==> src/shared/csf_pkg.sv <==
// Shared constants and types for the status, flag and stack block
package csf_pkg;

	// ****************************************
	// Register map and layout
	// ****************************************
	localparam logic [15:0] STATUS_WORD_ADDR = 16'h003F;
	localparam logic [15:0] BANK_AREA_BASE = 16'h0040;
	localparam int BANK_SEL_LSB = 0;
	localparam int BANK_SEL_W = 4;
	localparam int FLAG_LSB = 4;
	localparam int JF_POS = 7;
	localparam int ZF_POS = 6;
	localparam int CF_POS = 5;
	localparam int HF_POS = 4;
	localparam int BANK_REGS = 8;
	localparam int BANK_COUNT = 16;
	localparam logic [3:0] BANK_SEL_RESET = 4'h0;
	localparam logic JF_RESET = 1'b1;

	// ****************************************
	// Operations reported by the decoder
	// ****************************************
	typedef enum logic [4:0] {
		CSF_OP_NONE, CSF_OP_ADD, CSF_OP_ADDC, CSF_OP_SUB, CSF_OP_SUBB,
		CSF_OP_CMP, CSF_OP_INC, CSF_OP_DEC, CSF_OP_AND, CSF_OP_OR,
		CSF_OP_XOR, CSF_OP_TEST, CSF_OP_LOAD, CSF_OP_XCH, CSF_OP_SWAP,
		CSF_OP_JUMP, CSF_OP_MUL, CSF_OP_DIV, CSF_OP_SHLC, CSF_OP_SHRC,
		CSF_OP_ROLC, CSF_OP_RORC, CSF_OP_BSET, CSF_OP_BCLR, CSF_OP_BCPL,
		CSF_OP_SETC, CSF_OP_CLRC, CSF_OP_CPLC
	} csf_op_e;

	// Conditions a relative jump may test; half carry is not one of them
	typedef enum logic [2:0] {
		CSF_CC_T, CSF_CC_F, CSF_CC_Z, CSF_CC_NZ, CSF_CC_CY, CSF_CC_NC
	} csf_cc_e;

	// Stack transfers
	typedef enum logic [2:0] {
		CSF_STK_NONE, CSF_STK_CALL, CSF_STK_INTR, CSF_STK_RET,
		CSF_STK_MASKABLE_INTERRUPT_RETURN, CSF_STK_PUSHP, CSF_STK_POPP
	} csf_stk_e;

	typedef struct packed {
		logic jf;
		logic zf;
		logic cf;
		logic hf;
	} csf_flags_s;

	typedef struct packed {
		logic valid;
		csf_op_e op;
		logic wide;
		logic [2:0] bit_sel;
		logic [15:0] a;
		logic [15:0] b;
	} csf_op_s;

endpackage : csf_pkg

==> src/rtl/csf_shift_bit.sv <==
// Shift-through-carry and single-bit manipulation unit
`timescale 1ns/1ps
`default_nettype none

module csf_shift_bit (
	input wire csf_pkg::csf_op_e i_op,
	input wire logic [7:0] i_data,
	input wire logic [2:0] i_bit_sel,
	input wire logic i_cf,
	output logic [7:0] o_result,
	output logic o_cf,
	output logic o_zf
);
	wire logic old_bit = i_data[i_bit_sel];
	wire logic [7:0] bit_mask = 8'h01 << i_bit_sel;

	always_comb begin
		o_result = i_data;
		o_cf = i_cf;
		unique case (i_op)
			csf_pkg::CSF_OP_SHLC: begin
				o_result = {i_data[6:0], 1'b0};
				o_cf = i_data[7];
			end
			csf_pkg::CSF_OP_SHRC: begin
				o_result = {1'b0, i_data[7:1]};
				o_cf = i_data[0];
			end
			csf_pkg::CSF_OP_ROLC: begin
				o_result = {i_data[6:0], i_cf};
				o_cf = i_data[7];
			end
			csf_pkg::CSF_OP_RORC: begin
				o_result = {i_cf, i_data[7:1]};
				o_cf = i_data[0];
			end
			csf_pkg::CSF_OP_BSET: o_result = i_data | bit_mask;
			csf_pkg::CSF_OP_BCLR: o_result = i_data & ~bit_mask;
			csf_pkg::CSF_OP_BCPL: o_result = i_data ^ bit_mask;
			default: o_result = i_data;
		endcase
	end

	// Zero flag reflects the bit before it is modified
	assign o_zf = ~old_bit;

endmodule : csf_shift_bit

`default_nettype wire

==> src/rtl/csf_stack_seq.sv <==
// Stack pointer and byte-wise push and pop sequencer
`timescale 1ns/1ps
`default_nettype none

module csf_stack_seq (
	input wire logic i_sys_clk,
	input wire logic i_rstn,
	input wire csf_pkg::csf_stk_e i_req,
	input wire logic [15:0] i_pc,
	input wire logic [7:0] i_psw,
	input wire logic i_sp_load,
	input wire logic [15:0] i_sp_data,
	input wire logic [7:0] i_stk_rdata,
	output logic o_busy,
	output logic [15:0] o_sp,
	output logic [15:0] o_stk_addr,
	output logic o_stk_we,
	output logic o_stk_re,
	output logic [7:0] o_stk_wdata,
	output logic o_pc_load,
	output logic [15:0] o_pc,
	output logic o_psw_load,
	output logic [7:0] o_psw
);
	typedef enum logic [2:0] {
		S_IDLE, S_PUSH_PSW, S_PUSH_PCH, S_PUSH_PCL,
		S_POP_PCL, S_POP_PCH, S_POP_PSW
	} csf_stk_state_e;

	csf_stk_state_e state_r, state_nxt;
	csf_pkg::csf_stk_e kind_r;
	logic [15:0] pc_r, sp_r;
	logic [7:0] psw_r;

	wire logic idle = (state_r == S_IDLE);
	wire logic take = idle && (i_req != csf_pkg::CSF_STK_NONE);
	wire logic pushing = (state_r == S_PUSH_PSW) ||
		(state_r == S_PUSH_PCH) || (state_r == S_PUSH_PCL);
	wire logic popping = (state_r == S_POP_PCL) ||
		(state_r == S_POP_PCH) || (state_r == S_POP_PSW);

	always_comb begin
		state_nxt = state_r;
		unique case (state_r)
			S_IDLE: begin
				unique case (i_req)
					csf_pkg::CSF_STK_INTR: state_nxt = S_PUSH_PSW;
					csf_pkg::CSF_STK_PUSHP: state_nxt = S_PUSH_PSW;
					csf_pkg::CSF_STK_CALL: state_nxt = S_PUSH_PCH;
					csf_pkg::CSF_STK_RET: state_nxt = S_POP_PCL;
					csf_pkg::CSF_STK_MASKABLE_INTERRUPT_RETURN: state_nxt = S_POP_PCL;
					csf_pkg::CSF_STK_POPP: state_nxt = S_POP_PSW;
					default: state_nxt = S_IDLE;
				endcase
			end
			S_PUSH_PSW: state_nxt = (kind_r == csf_pkg::CSF_STK_INTR) ?
				S_PUSH_PCH : S_IDLE;
			S_PUSH_PCH: state_nxt = S_PUSH_PCL;
			S_PUSH_PCL: state_nxt = S_IDLE;
			S_POP_PCL: state_nxt = S_POP_PCH;
			S_POP_PCH: state_nxt = (kind_r == csf_pkg::CSF_STK_MASKABLE_INTERRUPT_RETURN) ?
				S_POP_PSW : S_IDLE;
			S_POP_PSW: state_nxt = S_IDLE;
		endcase
	end

	always_ff @(posedge i_sys_clk or negedge i_rstn) begin
		if (!i_rstn) begin
			state_r <= S_IDLE;
			kind_r <= csf_pkg::CSF_STK_NONE;
			o_pc_load <= 1'b0;
			o_psw_load <= 1'b0;
		end else begin
			state_r <= state_nxt;
			if (take) kind_r <= i_req;
			o_pc_load <= (state_r == S_POP_PCH);
			o_psw_load <= (state_r == S_POP_PSW);
		end
	end

	// Stack pointer has no reset value; software loads it first
	always_ff @(posedge i_sys_clk) begin
		if (take) pc_r <= i_pc;
		if (take) psw_r <= i_psw;
		if (i_sp_load && idle) sp_r <= i_sp_data;
		else if (pushing) sp_r <= sp_r - 16'h0001;
		else if (popping) sp_r <= sp_r + 16'h0001;
		if (state_r == S_POP_PCL) o_pc[7:0] <= i_stk_rdata;
		if (state_r == S_POP_PCH) o_pc[15:8] <= i_stk_rdata;
		if (state_r == S_POP_PSW) o_psw <= i_stk_rdata;
	end

	// Pushes store at the free slot, pops read one above it
	assign o_stk_addr = popping ? sp_r + 16'h0001 : sp_r;
	assign o_stk_we = pushing;
	assign o_stk_re = popping;
	assign o_stk_wdata = (state_r == S_PUSH_PSW) ? psw_r :
		(state_r == S_PUSH_PCH) ? pc_r[15:8] : pc_r[7:0];
	assign o_busy = !idle;
	assign o_sp = sp_r;

endmodule : csf_stack_seq

`default_nettype wire

==> src/rtl/csf_status_core.sv <==
// Status word, condition flags, bank select and stack control of the core
//
// Summary of operation
// - A 4-bit bank selector picks the current register bank; reset clears it.
// - The status word sits at special-function address 003F.
// - Reading gives flags in bits 7..4 and bank selector in bits 3..0.
// - Memory writes change only the bank selector; such a write sets jump status.
// - Reset sets jump status to one; other flags keep their value.
// - Interrupt entry pushes status word, then PC high, then PC low.
// - Interrupt return pops PC low, PC high, then status word with bank.
// - Call pushes two return PC bytes; return reloads PC from them.
// - Stack pointer is not reset; software loads it before use.
// - Zero flag set when 8- or 16-bit result or moved data is zero.
// - Bit set, clear and complement put inverse of old bit into zero flag.
// - Multiply tests product high byte; divide tests remainder for zero flag.
// - Carry flag is carry out of MSB on add, borrow on subtract.
// - Divide sets carry on zero divisor or quotient of 100 hex or more.
// - Shift and rotate through carry load carry with the bit shifted out.
// - Carry flag acts as boolean accumulator with set, clear, complement.
// - Half carry from bit 3 on 8-bit add, borrow from bit 4 on subtract.
// - Arithmetic, compare and test copy their zero or carry outcome to jump status.
// - True jumps need jump status one, false jumps zero; half carry never tested.
// - Load, exchange, swap and jump force jump status to one.
// - Divide splits a 16-bit pair by C: quotient low byte, remainder high.
// - Sixteen banks of eight 8-bit registers, also four 16-bit pairs.
`timescale 1ns/1ps
`default_nettype none

module csf_status_core (
	input wire logic i_sys_clk,
	input wire logic i_rstn,
	input wire csf_pkg::csf_op_s i_op,
	output logic [15:0] o_result,
	output logic o_result_valid,
	input wire logic [15:0] i_mem_addr,
	input wire logic i_mem_wr,
	input wire logic i_mem_rd,
	input wire logic [7:0] i_mem_wdata,
	output logic [7:0] o_mem_rdata,
	output logic o_mem_hit,
	input wire logic [2:0] i_reg_idx,
	output logic [15:0] o_reg_addr,
	input wire logic i_jr_valid,
	input wire csf_pkg::csf_cc_e i_jr_cc,
	output logic o_jump_taken,
	input wire csf_pkg::csf_stk_e i_stk_req,
	input wire logic [15:0] i_pc,
	input wire logic i_sp_load,
	input wire logic [15:0] i_sp_data,
	input wire logic [7:0] i_stk_rdata,
	output logic o_stk_busy,
	output logic [15:0] o_sp,
	output logic [15:0] o_stk_addr,
	output logic o_stk_we,
	output logic o_stk_re,
	output logic [7:0] o_stk_wdata,
	output logic o_pc_load,
	output logic [15:0] o_pc,
	output logic [3:0] o_bank_selector,
	output logic [7:0] o_status_word
);
	// ****************************************
	// State
	// ****************************************
	logic [3:0] bank_selector_r;
	logic jump_status_flag_r;
	logic zero_flag_r, carry_flag_r, half_carry_flag_r;
	logic [15:0] result_r;
	logic result_valid_r;
	logic [7:0] mem_rdata_r;
	logic [15:0] res_nxt;
	logic zf_nxt, cf_nxt, hf_nxt, jf_nxt;
	logic upd_zf, upd_cf, upd_hf, upd_jf, upd_res;

	wire csf_pkg::csf_op_e op = i_op.op;
	wire logic [15:0] a = i_op.a;
	wire logic [15:0] b = i_op.b;

	wire logic [7:0] status_word = {jump_status_flag_r, zero_flag_r,
		carry_flag_r, half_carry_flag_r, bank_selector_r};

	// ****************************************
	// Stack sequencer
	// ****************************************
	logic psw_load;
	logic [7:0] psw_pop;

	csf_stack_seq u_stack (
		.i_sys_clk(i_sys_clk),
		.i_rstn(i_rstn),
		.i_req(i_stk_req),
		.i_pc(i_pc),
		.i_psw(status_word),
		.i_sp_load(i_sp_load),
		.i_sp_data(i_sp_data),
		.i_stk_rdata(i_stk_rdata),
		.o_busy(o_stk_busy),
		.o_sp(o_sp),
		.o_stk_addr(o_stk_addr),
		.o_stk_we(o_stk_we),
		.o_stk_re(o_stk_re),
		.o_stk_wdata(o_stk_wdata),
		.o_pc_load(o_pc_load),
		.o_pc(o_pc),
		.o_psw_load(psw_load),
		.o_psw(psw_pop)
	);

	// ****************************************
	// Arithmetic
	// ****************************************
	wire logic cin = (op == csf_pkg::CSF_OP_ADDC || op == csf_pkg::CSF_OP_SUBB)
		? carry_flag_r : 1'b0;
	wire logic is_step = (op == csf_pkg::CSF_OP_INC) ||
		(op == csf_pkg::CSF_OP_DEC);
	wire logic [15:0] opb = is_step ? 16'h0001 : b;
	wire logic [8:0] add8 = {1'b0, a[7:0]} + {1'b0, opb[7:0]} + {8'h00, cin};
	wire logic [8:0] sub8 = {1'b0, a[7:0]} - {1'b0, opb[7:0]} - {8'h00, cin};
	wire logic [16:0] add16 = {1'b0, a} + {1'b0, opb} + {16'h0000, cin};
	wire logic [16:0] sub16 = {1'b0, a} - {1'b0, opb} - {16'h0000, cin};
	wire logic [4:0] hadd = {1'b0, a[3:0]} + {1'b0, opb[3:0]} + {4'h0, cin};
	wire logic [4:0] hsub = {1'b0, a[3:0]} - {1'b0, opb[3:0]} - {4'h0, cin};
	wire logic [15:0] product = a[7:0] * b[7:0];

	// Divide by the C register, taken from the low byte of b
	wire logic div_zero = (b[7:0] == 8'h00);
	wire logic [15:0] divisor = {8'h00, b[7:0]};
	wire logic [15:0] quot = div_zero ? 16'h0000 : a / divisor;
	wire logic [15:0] remd = div_zero ? 16'h0000 : a % divisor;
	wire logic div_err = div_zero || (quot[15:8] != 8'h00);

	wire logic [15:0] sum = i_op.wide ? add16[15:0] : {8'h00, add8[7:0]};
	wire logic [15:0] dif = i_op.wide ? sub16[15:0] : {8'h00, sub8[7:0]};
	wire logic sum_c = i_op.wide ? add16[16] : add8[8];
	wire logic dif_c = i_op.wide ? sub16[16] : sub8[8];

	// Result width decides which bits count toward zero
	function automatic logic is_zero(input logic [15:0] v, input logic w);
		is_zero = w ? (v == 16'h0000) : (v[7:0] == 8'h00);
	endfunction : is_zero

	logic [7:0] sb_result;
	logic sb_cf, sb_zf;

	csf_shift_bit u_shift_bit (
		.i_op(op),
		.i_data(a[7:0]),
		.i_bit_sel(i_op.bit_sel),
		.i_cf(carry_flag_r),
		.o_result(sb_result),
		.o_cf(sb_cf),
		.o_zf(sb_zf)
	);

	// ****************************************
	// Flag selection per operation
	// ****************************************
	always_comb begin
		res_nxt = a;
		zf_nxt = zero_flag_r;
		cf_nxt = carry_flag_r;
		hf_nxt = half_carry_flag_r;
		jf_nxt = jump_status_flag_r;
		upd_zf = 1'b0;
		upd_cf = 1'b0;
		upd_hf = 1'b0;
		upd_jf = 1'b0;
		upd_res = 1'b0;
		unique case (op)
			csf_pkg::CSF_OP_ADD, csf_pkg::CSF_OP_ADDC, csf_pkg::CSF_OP_INC: begin
				res_nxt = sum;
				zf_nxt = is_zero(sum, i_op.wide);
				cf_nxt = sum_c;
				hf_nxt = i_op.wide ? 1'b0 : hadd[4];
				jf_nxt = sum_c;
				{upd_res, upd_zf, upd_cf, upd_hf, upd_jf} = 5'h1F;
			end
			csf_pkg::CSF_OP_SUB, csf_pkg::CSF_OP_SUBB, csf_pkg::CSF_OP_DEC: begin
				res_nxt = dif;
				zf_nxt = is_zero(dif, i_op.wide);
				cf_nxt = dif_c;
				hf_nxt = i_op.wide ? 1'b0 : hsub[4];
				jf_nxt = dif_c;
				{upd_res, upd_zf, upd_cf, upd_hf, upd_jf} = 5'h1F;
			end
			csf_pkg::CSF_OP_CMP: begin
				zf_nxt = is_zero(dif, i_op.wide);
				cf_nxt = dif_c;
				hf_nxt = i_op.wide ? 1'b0 : hsub[4];
				jf_nxt = is_zero(dif, i_op.wide);
				{upd_zf, upd_cf, upd_hf, upd_jf} = 4'hF;
			end
			csf_pkg::CSF_OP_AND, csf_pkg::CSF_OP_OR, csf_pkg::CSF_OP_XOR: begin
				res_nxt = (op == csf_pkg::CSF_OP_AND) ? (a & b) :
					(op == csf_pkg::CSF_OP_OR) ? (a | b) : (a ^ b);
				zf_nxt = is_zero(res_nxt, i_op.wide);
				jf_nxt = zf_nxt;
				{upd_res, upd_zf, upd_jf} = 3'h7;
			end
			csf_pkg::CSF_OP_TEST: begin
				zf_nxt = sb_zf;
				jf_nxt = sb_zf;
				{upd_zf, upd_jf} = 2'h3;
			end
			csf_pkg::CSF_OP_LOAD: begin
				res_nxt = a;
				zf_nxt = is_zero(a, i_op.wide);
				jf_nxt = 1'b1;
				{upd_res, upd_zf, upd_jf} = 3'h7;
			end
			csf_pkg::CSF_OP_XCH, csf_pkg::CSF_OP_JUMP: begin
				jf_nxt = 1'b1;
				upd_jf = 1'b1;
			end
			csf_pkg::CSF_OP_SWAP: begin
				res_nxt = {8'h00, a[3:0], a[7:4]};
				jf_nxt = 1'b1;
				{upd_res, upd_jf} = 2'h3;
			end
			csf_pkg::CSF_OP_MUL: begin
				res_nxt = product;
				zf_nxt = (product[15:8] == 8'h00);
				jf_nxt = zf_nxt;
				{upd_res, upd_zf, upd_jf} = 3'h7;
			end
			csf_pkg::CSF_OP_DIV: begin
				// On an error the pair is left as it was
				res_nxt = div_err ? a : {remd[7:0], quot[7:0]};
				zf_nxt = (remd[7:0] == 8'h00);
				cf_nxt = div_err;
				jf_nxt = div_err;
				{upd_res, upd_zf, upd_cf, upd_jf} = 4'hF;
			end
			csf_pkg::CSF_OP_SHLC, csf_pkg::CSF_OP_SHRC,
			csf_pkg::CSF_OP_ROLC, csf_pkg::CSF_OP_RORC: begin
				res_nxt = {8'h00, sb_result};
				zf_nxt = (sb_result == 8'h00);
				cf_nxt = sb_cf;
				jf_nxt = sb_cf;
				{upd_res, upd_zf, upd_cf, upd_jf} = 4'hF;
			end
			csf_pkg::CSF_OP_BSET, csf_pkg::CSF_OP_BCLR, csf_pkg::CSF_OP_BCPL: begin
				res_nxt = {8'h00, sb_result};
				zf_nxt = sb_zf;
				jf_nxt = sb_zf;
				{upd_res, upd_zf, upd_jf} = 3'h7;
			end
			csf_pkg::CSF_OP_SETC, csf_pkg::CSF_OP_CLRC, csf_pkg::CSF_OP_CPLC: begin
				cf_nxt = (op == csf_pkg::CSF_OP_SETC) ? 1'b1 :
					(op == csf_pkg::CSF_OP_CLRC) ? 1'b0 : ~carry_flag_r;
				jf_nxt = 1'b1;
				{upd_cf, upd_jf} = 2'h3;
			end
			default: upd_res = 1'b0;
		endcase
	end

	// ****************************************
	// Status word storage
	// ****************************************
	wire logic op_go = i_op.valid;
	wire logic sfr_hit = (i_mem_addr == csf_pkg::STATUS_WORD_ADDR);
	wire logic sfr_wr = i_mem_wr && sfr_hit;

	// A stack restore outranks an operation, which outranks a memory write
	always_ff @(posedge i_sys_clk or negedge i_rstn) begin
		if (!i_rstn) begin
			bank_selector_r <= csf_pkg::BANK_SEL_RESET;
			jump_status_flag_r <= csf_pkg::JF_RESET;
		end else if (psw_load) begin
			bank_selector_r <= psw_pop[3:0];
			jump_status_flag_r <= psw_pop[csf_pkg::JF_POS];
		end else begin
			if (sfr_wr) bank_selector_r <= i_mem_wdata[3:0];
			if (op_go && upd_jf) jump_status_flag_r <= jf_nxt;
			else if (sfr_wr) jump_status_flag_r <= 1'b1;
		end
	end

	// No reset here: these flags survive reset unchanged
	always_ff @(posedge i_sys_clk) begin
		if (psw_load) begin
			zero_flag_r <= psw_pop[csf_pkg::ZF_POS];
			carry_flag_r <= psw_pop[csf_pkg::CF_POS];
			half_carry_flag_r <= psw_pop[csf_pkg::HF_POS];
		end else if (op_go) begin
			if (upd_zf) zero_flag_r <= zf_nxt;
			if (upd_cf) carry_flag_r <= cf_nxt;
			if (upd_hf) half_carry_flag_r <= hf_nxt;
		end
	end

	always_ff @(posedge i_sys_clk or negedge i_rstn) begin
		if (!i_rstn) begin
			result_r <= 16'h0000;
			result_valid_r <= 1'b0;
			mem_rdata_r <= 8'h00;
		end else begin
			result_valid_r <= op_go && upd_res;
			if (op_go && upd_res) result_r <= res_nxt;
			mem_rdata_r <= (i_mem_rd && sfr_hit) ? status_word : 8'h00;
		end
	end

	// ****************************************
	// Outputs
	// ****************************************
	wire logic [15:0] bank_off = {9'h000, bank_selector_r, 3'h0};
	assign o_reg_addr = csf_pkg::BANK_AREA_BASE + bank_off +
		{13'h0000, i_reg_idx};

	assign o_jump_taken = i_jr_valid && (
		(i_jr_cc == csf_pkg::CSF_CC_T && jump_status_flag_r) ||
		(i_jr_cc == csf_pkg::CSF_CC_F && !jump_status_flag_r) ||
		(i_jr_cc == csf_pkg::CSF_CC_Z && zero_flag_r) ||
		(i_jr_cc == csf_pkg::CSF_CC_NZ && !zero_flag_r) ||
		(i_jr_cc == csf_pkg::CSF_CC_CY && carry_flag_r) ||
		(i_jr_cc == csf_pkg::CSF_CC_NC && !carry_flag_r));

	assign o_result = result_r;
	assign o_result_valid = result_valid_r;
	assign o_mem_rdata = mem_rdata_r;
	assign o_mem_hit = sfr_hit;
	assign o_bank_selector = bank_selector_r;
	assign o_status_word = status_word;

	// ****************************************
	// Checks
	// ****************************************
	AST_SFR_WRITE: assert property (@(posedge i_sys_clk) disable iff (!i_rstn)
		sfr_wr && !psw_load && !op_go |=> bank_selector_r ==
			$past(i_mem_wdata[3:0]) && jump_status_flag_r)
		else $error("status word write did not set bank and jump status");

	AST_SFR_READ: assert property (@(posedge i_sys_clk) disable iff (!i_rstn)
		i_mem_rd && sfr_hit && !psw_load && !op_go && !sfr_wr |=>
			o_mem_rdata == $past(status_word))
		else $error("status word read returned wrong layout");

	AST_LOAD_JF: assert property (@(posedge i_sys_clk) disable iff (!i_rstn)
		op_go && op == csf_pkg::CSF_OP_LOAD && !psw_load |=>
			jump_status_flag_r)
		else $error("load did not force jump status");

	AST_ADD_HF: assert property (@(posedge i_sys_clk) disable iff (!i_rstn)
		op_go && op == csf_pkg::CSF_OP_ADD && !i_op.wide && !psw_load |=>
			half_carry_flag_r == ($past(a[3:0]) + $past(b[3:0]) > 5'd15))
		else $error("half carry wrong after 8-bit add");

	AST_DIV_ZERO: assert property (@(posedge i_sys_clk) disable iff (!i_rstn)
		op_go && op == csf_pkg::CSF_OP_DIV && b[7:0] == 8'h00 && !psw_load
			|=> carry_flag_r && o_result == $past(a))
		else $error("divide by zero did not raise carry");

	AST_JUMP_TRUE: assert property (@(posedge i_sys_clk) disable iff (!i_rstn)
		i_jr_valid && i_jr_cc == csf_pkg::CSF_CC_T |->
			o_jump_taken == jump_status_flag_r)
		else $error("true jump disagrees with jump status");

	AST_INT_ORDER: assert property (@(posedge i_sys_clk) disable iff (!i_rstn)
		!o_stk_busy && i_stk_req == csf_pkg::CSF_STK_INTR |=>
			o_stk_we && o_stk_wdata == $past(status_word) ##1
			o_stk_we && o_stk_wdata == $past(i_pc[15:8], 2) ##1
			o_stk_we && o_stk_wdata == $past(i_pc[7:0], 3) ##1 !o_stk_we)
		else $error("interrupt push order or length wrong");

	AST_CALL_LEN: assert property (@(posedge i_sys_clk) disable iff (!i_rstn)
		!o_stk_busy && i_stk_req == csf_pkg::CSF_STK_CALL |=>
			o_stk_we [*2] ##1 !o_stk_busy)
		else $error("call did not push exactly two bytes");

	AST_SP_PUSH: assert property (@(posedge i_sys_clk) disable iff (!i_rstn)
		o_stk_we |-> o_stk_addr == o_sp ##1 o_sp == $past(o_sp) - 16'h0001)
		else $error("push did not post-decrement stack pointer");

	AST_SP_POP: assert property (@(posedge i_sys_clk) disable iff (!i_rstn)
		o_stk_re |-> o_stk_addr == o_sp + 16'h0001 ##1 o_sp == $past(o_stk_addr))
		else $error("pop did not pre-increment stack pointer");

	AST_MASKABLE_INTERRUPT_RETURN_BANK: assert property (@(posedge i_sys_clk) disable iff (!i_rstn)
		!o_stk_busy && i_stk_req == csf_pkg::CSF_STK_MASKABLE_INTERRUPT_RETURN |=>
			o_stk_re ##1 o_stk_re ##1 o_stk_re ##2
			bank_selector_r == $past(i_stk_rdata[3:0], 2))
		else $error("interrupt return did not restore bank");

endmodule : csf_status_core

`default_nettype wire

==> config.mk <==
export PLATFORM = sky130hd
export DESIGN_NAME = csf_status_core
export DESIGN_NICKNAME = d
export VERILOG_FILES = /design/src/shared/csf_pkg.sv /design/src/rtl/csf_shift_bit.sv /design/src/rtl/csf_stack_seq.sv /design/src/rtl/csf_status_core.sv
export SDC_FILE = /design/constraint.sdc
export NUM_CORES = 1
export LEC_CHECK = 0
export ABC_CLOCK_PERIOD_IN_PS = 4200
export BUFFER_PORTS_ARGS = -buffer_cell sky130_fd_sc_hd__buf_4
export CORE_UTILIZATION = 25
export CTS_CLUSTER_DIAMETER = 50
export DETAILED_ROUTE_END_ITERATION = 8
export PLACE_DENSITY = 0.4
export SYNTH_ARGS = -nofsm -noshare
export SYNTH_HDL_FRONTEND = slang
export SYNTH_SLANG_ARGS = --single-unit
==> constraint.sdc <==
create_clock -name i_sys_clk -period 4.2 [get_ports i_sys_clk]
set_input_delay 0.42 -clock i_sys_clk [delete_from_list [all_inputs] [get_ports i_sys_clk]]
set_output_delay 0.42 -clock i_sys_clk [all_outputs]
set_load 0.05 [all_outputs]
==> impl_summary.txt <==
----------------------------------------------------
[Layout]
  Layout-stage area growth over the synthesis result ... 58.87%
  Diode count ... 0
  Fill count ... approximately 6.7k
  Final design area excluding fillers ... 26470 sq um
  Fraction of layout cells with a size suffix above 1 ... approximately two fifths
  Core occupancy in the finished layout ... approximately two fifths
  Total number of nets in the final design ... 3420

[Floorplan]
  Standard-cell rows ... 94
  Die boundary width ... around 260 um
  Total Die Area ... 67670 sq um
  Chip Height ... about 260 um
  Total core area ... 65860 sq um
  Starting density of the core ... between 20% and 30%
  I/O pin count ... between 200 and 250

[Clock network]
  Number of CTS-inserted buffers ... 9
  CTS Hold Bufs ... 0
  Total number of clock tree sinks ... 105
  Maximum level of the CTS H-tree ... 3
  Clock tree from TritonCTS ... yes
  Source-to-sink clock delay at the later pin of the worst-skew pair ... around 340 ps
  Max clock buf depth ... 2
  Clock slew seen by the registers of the worst setup and hold paths ... 70 ps
  Buffer cell driving the clock tree root ... sky130_fd_sc_hd__clkbuf_16

[Timing]
  Portion of the clock cycle consumed by the worst path in the final layout ... 665.6%
  Unrepaired setup endpoints after global routing ... yes
  Final Hold Fails ... 0
  Max Transition Viols Final ... 0
  Highest Clock Rate ... ~36 MHz
  Final clock skew ... 5.625 ps
  Minimum period implied by the final worst setup slack ... approximately 28000 ps
  Slack of the critical path ... -23760 ps
  Fin Setup TNS ... -350580 ps
  Worst-Margin Slew ... a little over 1000 ps
  # setup viols final ... 19
  Worst slew margin relative to its limit ... 32.10%

[Yosys]
  Share of synthesized area spent on multiplexers ... roughly 3.7%
  Post-synth EDFFs ... 51
  Fraction of the mapped netlist area in simple logic gates ... around 19%
  Dominant combinational cell family by area after synthesis ... compound AO/OA/AOI/OAI gates
  Share of flip-flops with an asynchronous set or reset after synthesis ... 36.19%
  Post-synth cell types ... 102
  Xor/xnor share of the synthesized area ... around 6%
  Count of state elements after synthesis ... about 110
  Share of synthesized cell area in full adder, half adder and majority cells ... between 20% and 30%
  Cell types occupying the most area after synthesis ... sky130_fd_sc_hd__ha_1 (18%), sky130_fd_sc_hd__edfxtp_1 (9.2%), sky130_fd_sc_hd__dfrtp_1 (5.6%)
  Mapped cell area ... about 17000 sq um
  Post-synth top cells ... sky130_fd_sc_hd__ha_1 (234), sky130_fd_sc_hd__nor2_1 (219), sky130_fd_sc_hd__nand2_1 (161), sky130_fd_sc_hd__inv_1 (152), sky130_fd_sc_hd__a21oi_1 (151)
  Synth area leader ... sky130_fd_sc_hd__ha_1
  Most common cell in the synthesized netlist ... sky130_fd_sc_hd__ha_1
  Yosys warning total ... 0
  Synthesized instance count ... 2101
  Fraction of the yosys area taken by sequential cells ... between 15 and 20%
  Syn Area/Cell ... between 7 and 8 sq um
  Top flip-flop cell by instance count after synthesis ... sky130_fd_sc_hd__edfxtp_1
  Synthesized-area fraction occupied by ao, oa, aoi and oai cells ... roughly 25%
  Portion of synthesized cell area occupied by the leading cell type ... between 10% and 20%

[Route]
  Post-route antenna net violation count ... 0
  Starting DRC count in detailed routing ... between 1k and 1.5k
  Vias post-DR ... 19.27k
  DR vias/cell ... around 5
  Post-detailed-route DRC marker count ... 0
  Final Routed Wirelength ... 74010 um
  Drt pass-1 iters ... 6
  WL/cell ... about 19 um

[Placement]
  HPWL Detailed ... ~57000 um
  Count of input and output buffers ... ~220
  RD Place Congestion ... slightly above 0.9
  Instance area at placement ... 23590 sq um

[Setup path]
  CP dominant cell by count ... sky130_fd_sc_hd__buf_4
  Critical Path Sink Type ... flip-flop
  Launching element type of the critical path ... input port
  End of the worst register-to-register path ... jump_status_flag_r$_DFFE_PN1P_
  Register-to-register setup slack ... -1120 ps
  Data arrival at the endpoint of the critical path ... 28180 ps
  FF-to-FF path depth ... 27
  Critical path peak fanout ... 6
  CP required ... 4420 ps
  Worst Path Class, Setup ... in -> reg
  CP max stage delay ... roughly 540 ps
  Worst r2r src ... carry_flag_r$_DFFE_PP_
  CP max stage cell ... sky130_fd_sc_hd__or4_4

[Global routing]
  Number of antenna violations at the first check in global routing ... 0
  Grt total ovfl ... 0
  Wire length of the first global-routing pass ... ~110000 um
  All-Layer GR Usage ... between 20% and 30%
  Number of global-route vias before repair ... just under 20k
  Pin count of the biggest net entering global routing ... 42

[Flow run]
  Max Cap Violations ... 0

[Status]
  Result of the run ... complete, but fails checks
  Failing checks ... negative setup slack

[Hold path]
  Worst hold-check path type ... in -> async

----------------------------------------------------
cells in the final DEF (no fill, tap or decap), types with 19 or more instances in the layout:
cell and count:
sky130_fd_sc_hd__dfrtp_1 37, sky130_fd_sc_hd__o21bai_1 23, sky130_fd_sc_hd__inv_1 149, sky130_fd_sc_hd__and3_1 24, sky130_fd_sc_hd__xnor2_1 78, sky130_fd_sc_hd__nand4_1 19, sky130_fd_sc_hd__fa_1 41, sky130_fd_sc_hd__o21ai_0 104
sky130_fd_sc_hd__nand3_1 25, sky130_fd_sc_hd__nand2_1 153, sky130_fd_sc_hd__nor3_1 64, sky130_fd_sc_hd__nand2b_1 26, sky130_fd_sc_hd__ha_1 214, sky130_fd_sc_hd__o31ai_1 25, sky130_fd_sc_hd__a21oi_1 128, sky130_fd_sc_hd__nor2_1 210
sky130_fd_sc_hd__a211oi_1 26, sky130_fd_sc_hd__o21a_1 47, sky130_fd_sc_hd__buf_6 20, sky130_fd_sc_hd__mux2_2 19, sky130_fd_sc_hd__xor2_1 38, sky130_fd_sc_hd__a21oi_2 19, sky130_fd_sc_hd__buf_4 997, sky130_fd_sc_hd__edfxtp_1 51
sky130_fd_sc_hd__a21o_1 24
timing repair:
item,in CTS,in global routing
pin swaps,93,78
gates resized for setup,65,77
endpoints found under the hold margin,0,0
gates cloned,1,0
buffers inserted,203,41
endpoints found under the setup margin,19,21
metal layers:
metal  up-vias  wire length [um]  global-route usage (%)
li1       9430                 -                       -
met1      9305             33720                   28.20
met2       450             35710                   37.32
met3        87              2587                   1.326
met4         0              1997                   5.669
met5         -                 0                       0
area by class of cell:
class / instances / area (sq um) / share of cell area (%)
Timing Repair Buffer: 1022 / 7810 / 29.51
Multi-Input combinational cell: 1732 / 13840 / 52.29
Inverter: 154 / 581.8 / 2.198
Clock buffer: 13 / 282.8 / 1.068
Clock inverter: 3 / 67.56 / 0.2553
Tap cell: 864 / 1081 / 4.085
Sequential cell: 105 / 2804 / 10.59
per-stage QoR:
stage | hold WS, ps | setup slack (ps) | cells
2_1_floorplan | 124.4 | -24620 | 2108
4_1_cts | 66.49 | -23330 | 3859
6_report | 69.69 | -23760 | 3893
3_5_place_dp | 453.7 | -24590 | 3641
3_3_place_gp | 438.7 | -23940 | 3641
5_1_grt | 83.76 | -25160 | 3893
sequential cells by signal, summed over array words and instances (netlist names), 3 cells and up:
signal	cells
o_result	16
u_stack.o_pc	16
u_stack.o_sp	16
u_stack.pc_r	16
o_mem_rdata	8
u_stack.o_psw	8
u_stack.psw_r	8
o_bank_selector	4
u_stack.kind_r	3
u_stack.state_r	3
logic make-up after synthesis:
family,count (synthesis)
and+or+nand+nor,668
AOI/OAI and AO/OA,611
adders and majority gates,275
buffers and inverters,271
xor gates and xnor gates,117
DFF,105
muxes,53
other,1
worst max path at each step:
stage / startpoint / endpoint / slack, ps / depth (start not counted)
floorplan: i_op[5] / zero_flag_r$_DFFE_PP_ / -24620 / 153
global placement: i_op[5] / zero_flag_r$_DFFE_PP_ / -23940 / 147
detailed placement: i_op[5] / o_result[8]$_DFFE_PN0P_ / -24590 / 150
CTS: i_op[5] / o_result[15]$_DFFE_PN0P_ / -23330 / 149
global route: i_op[5] / o_result[12]$_DFFE_PN0P_ / -25160 / 152
finish: i_op[5] / zero_flag_r$_DFFE_PP_ / -23760 / 167
critical path: cells and delay by family:
kind            cells  cell delay, ps
compound gates     63           10970
fa+ha+maj          10            2750
buf+inv            60            7520
mux                 5            1310
simple gates       29            5110
Power is not shown: default switching activity piles up to over one toggle a cycle in this logic, so the estimate is an artifact.
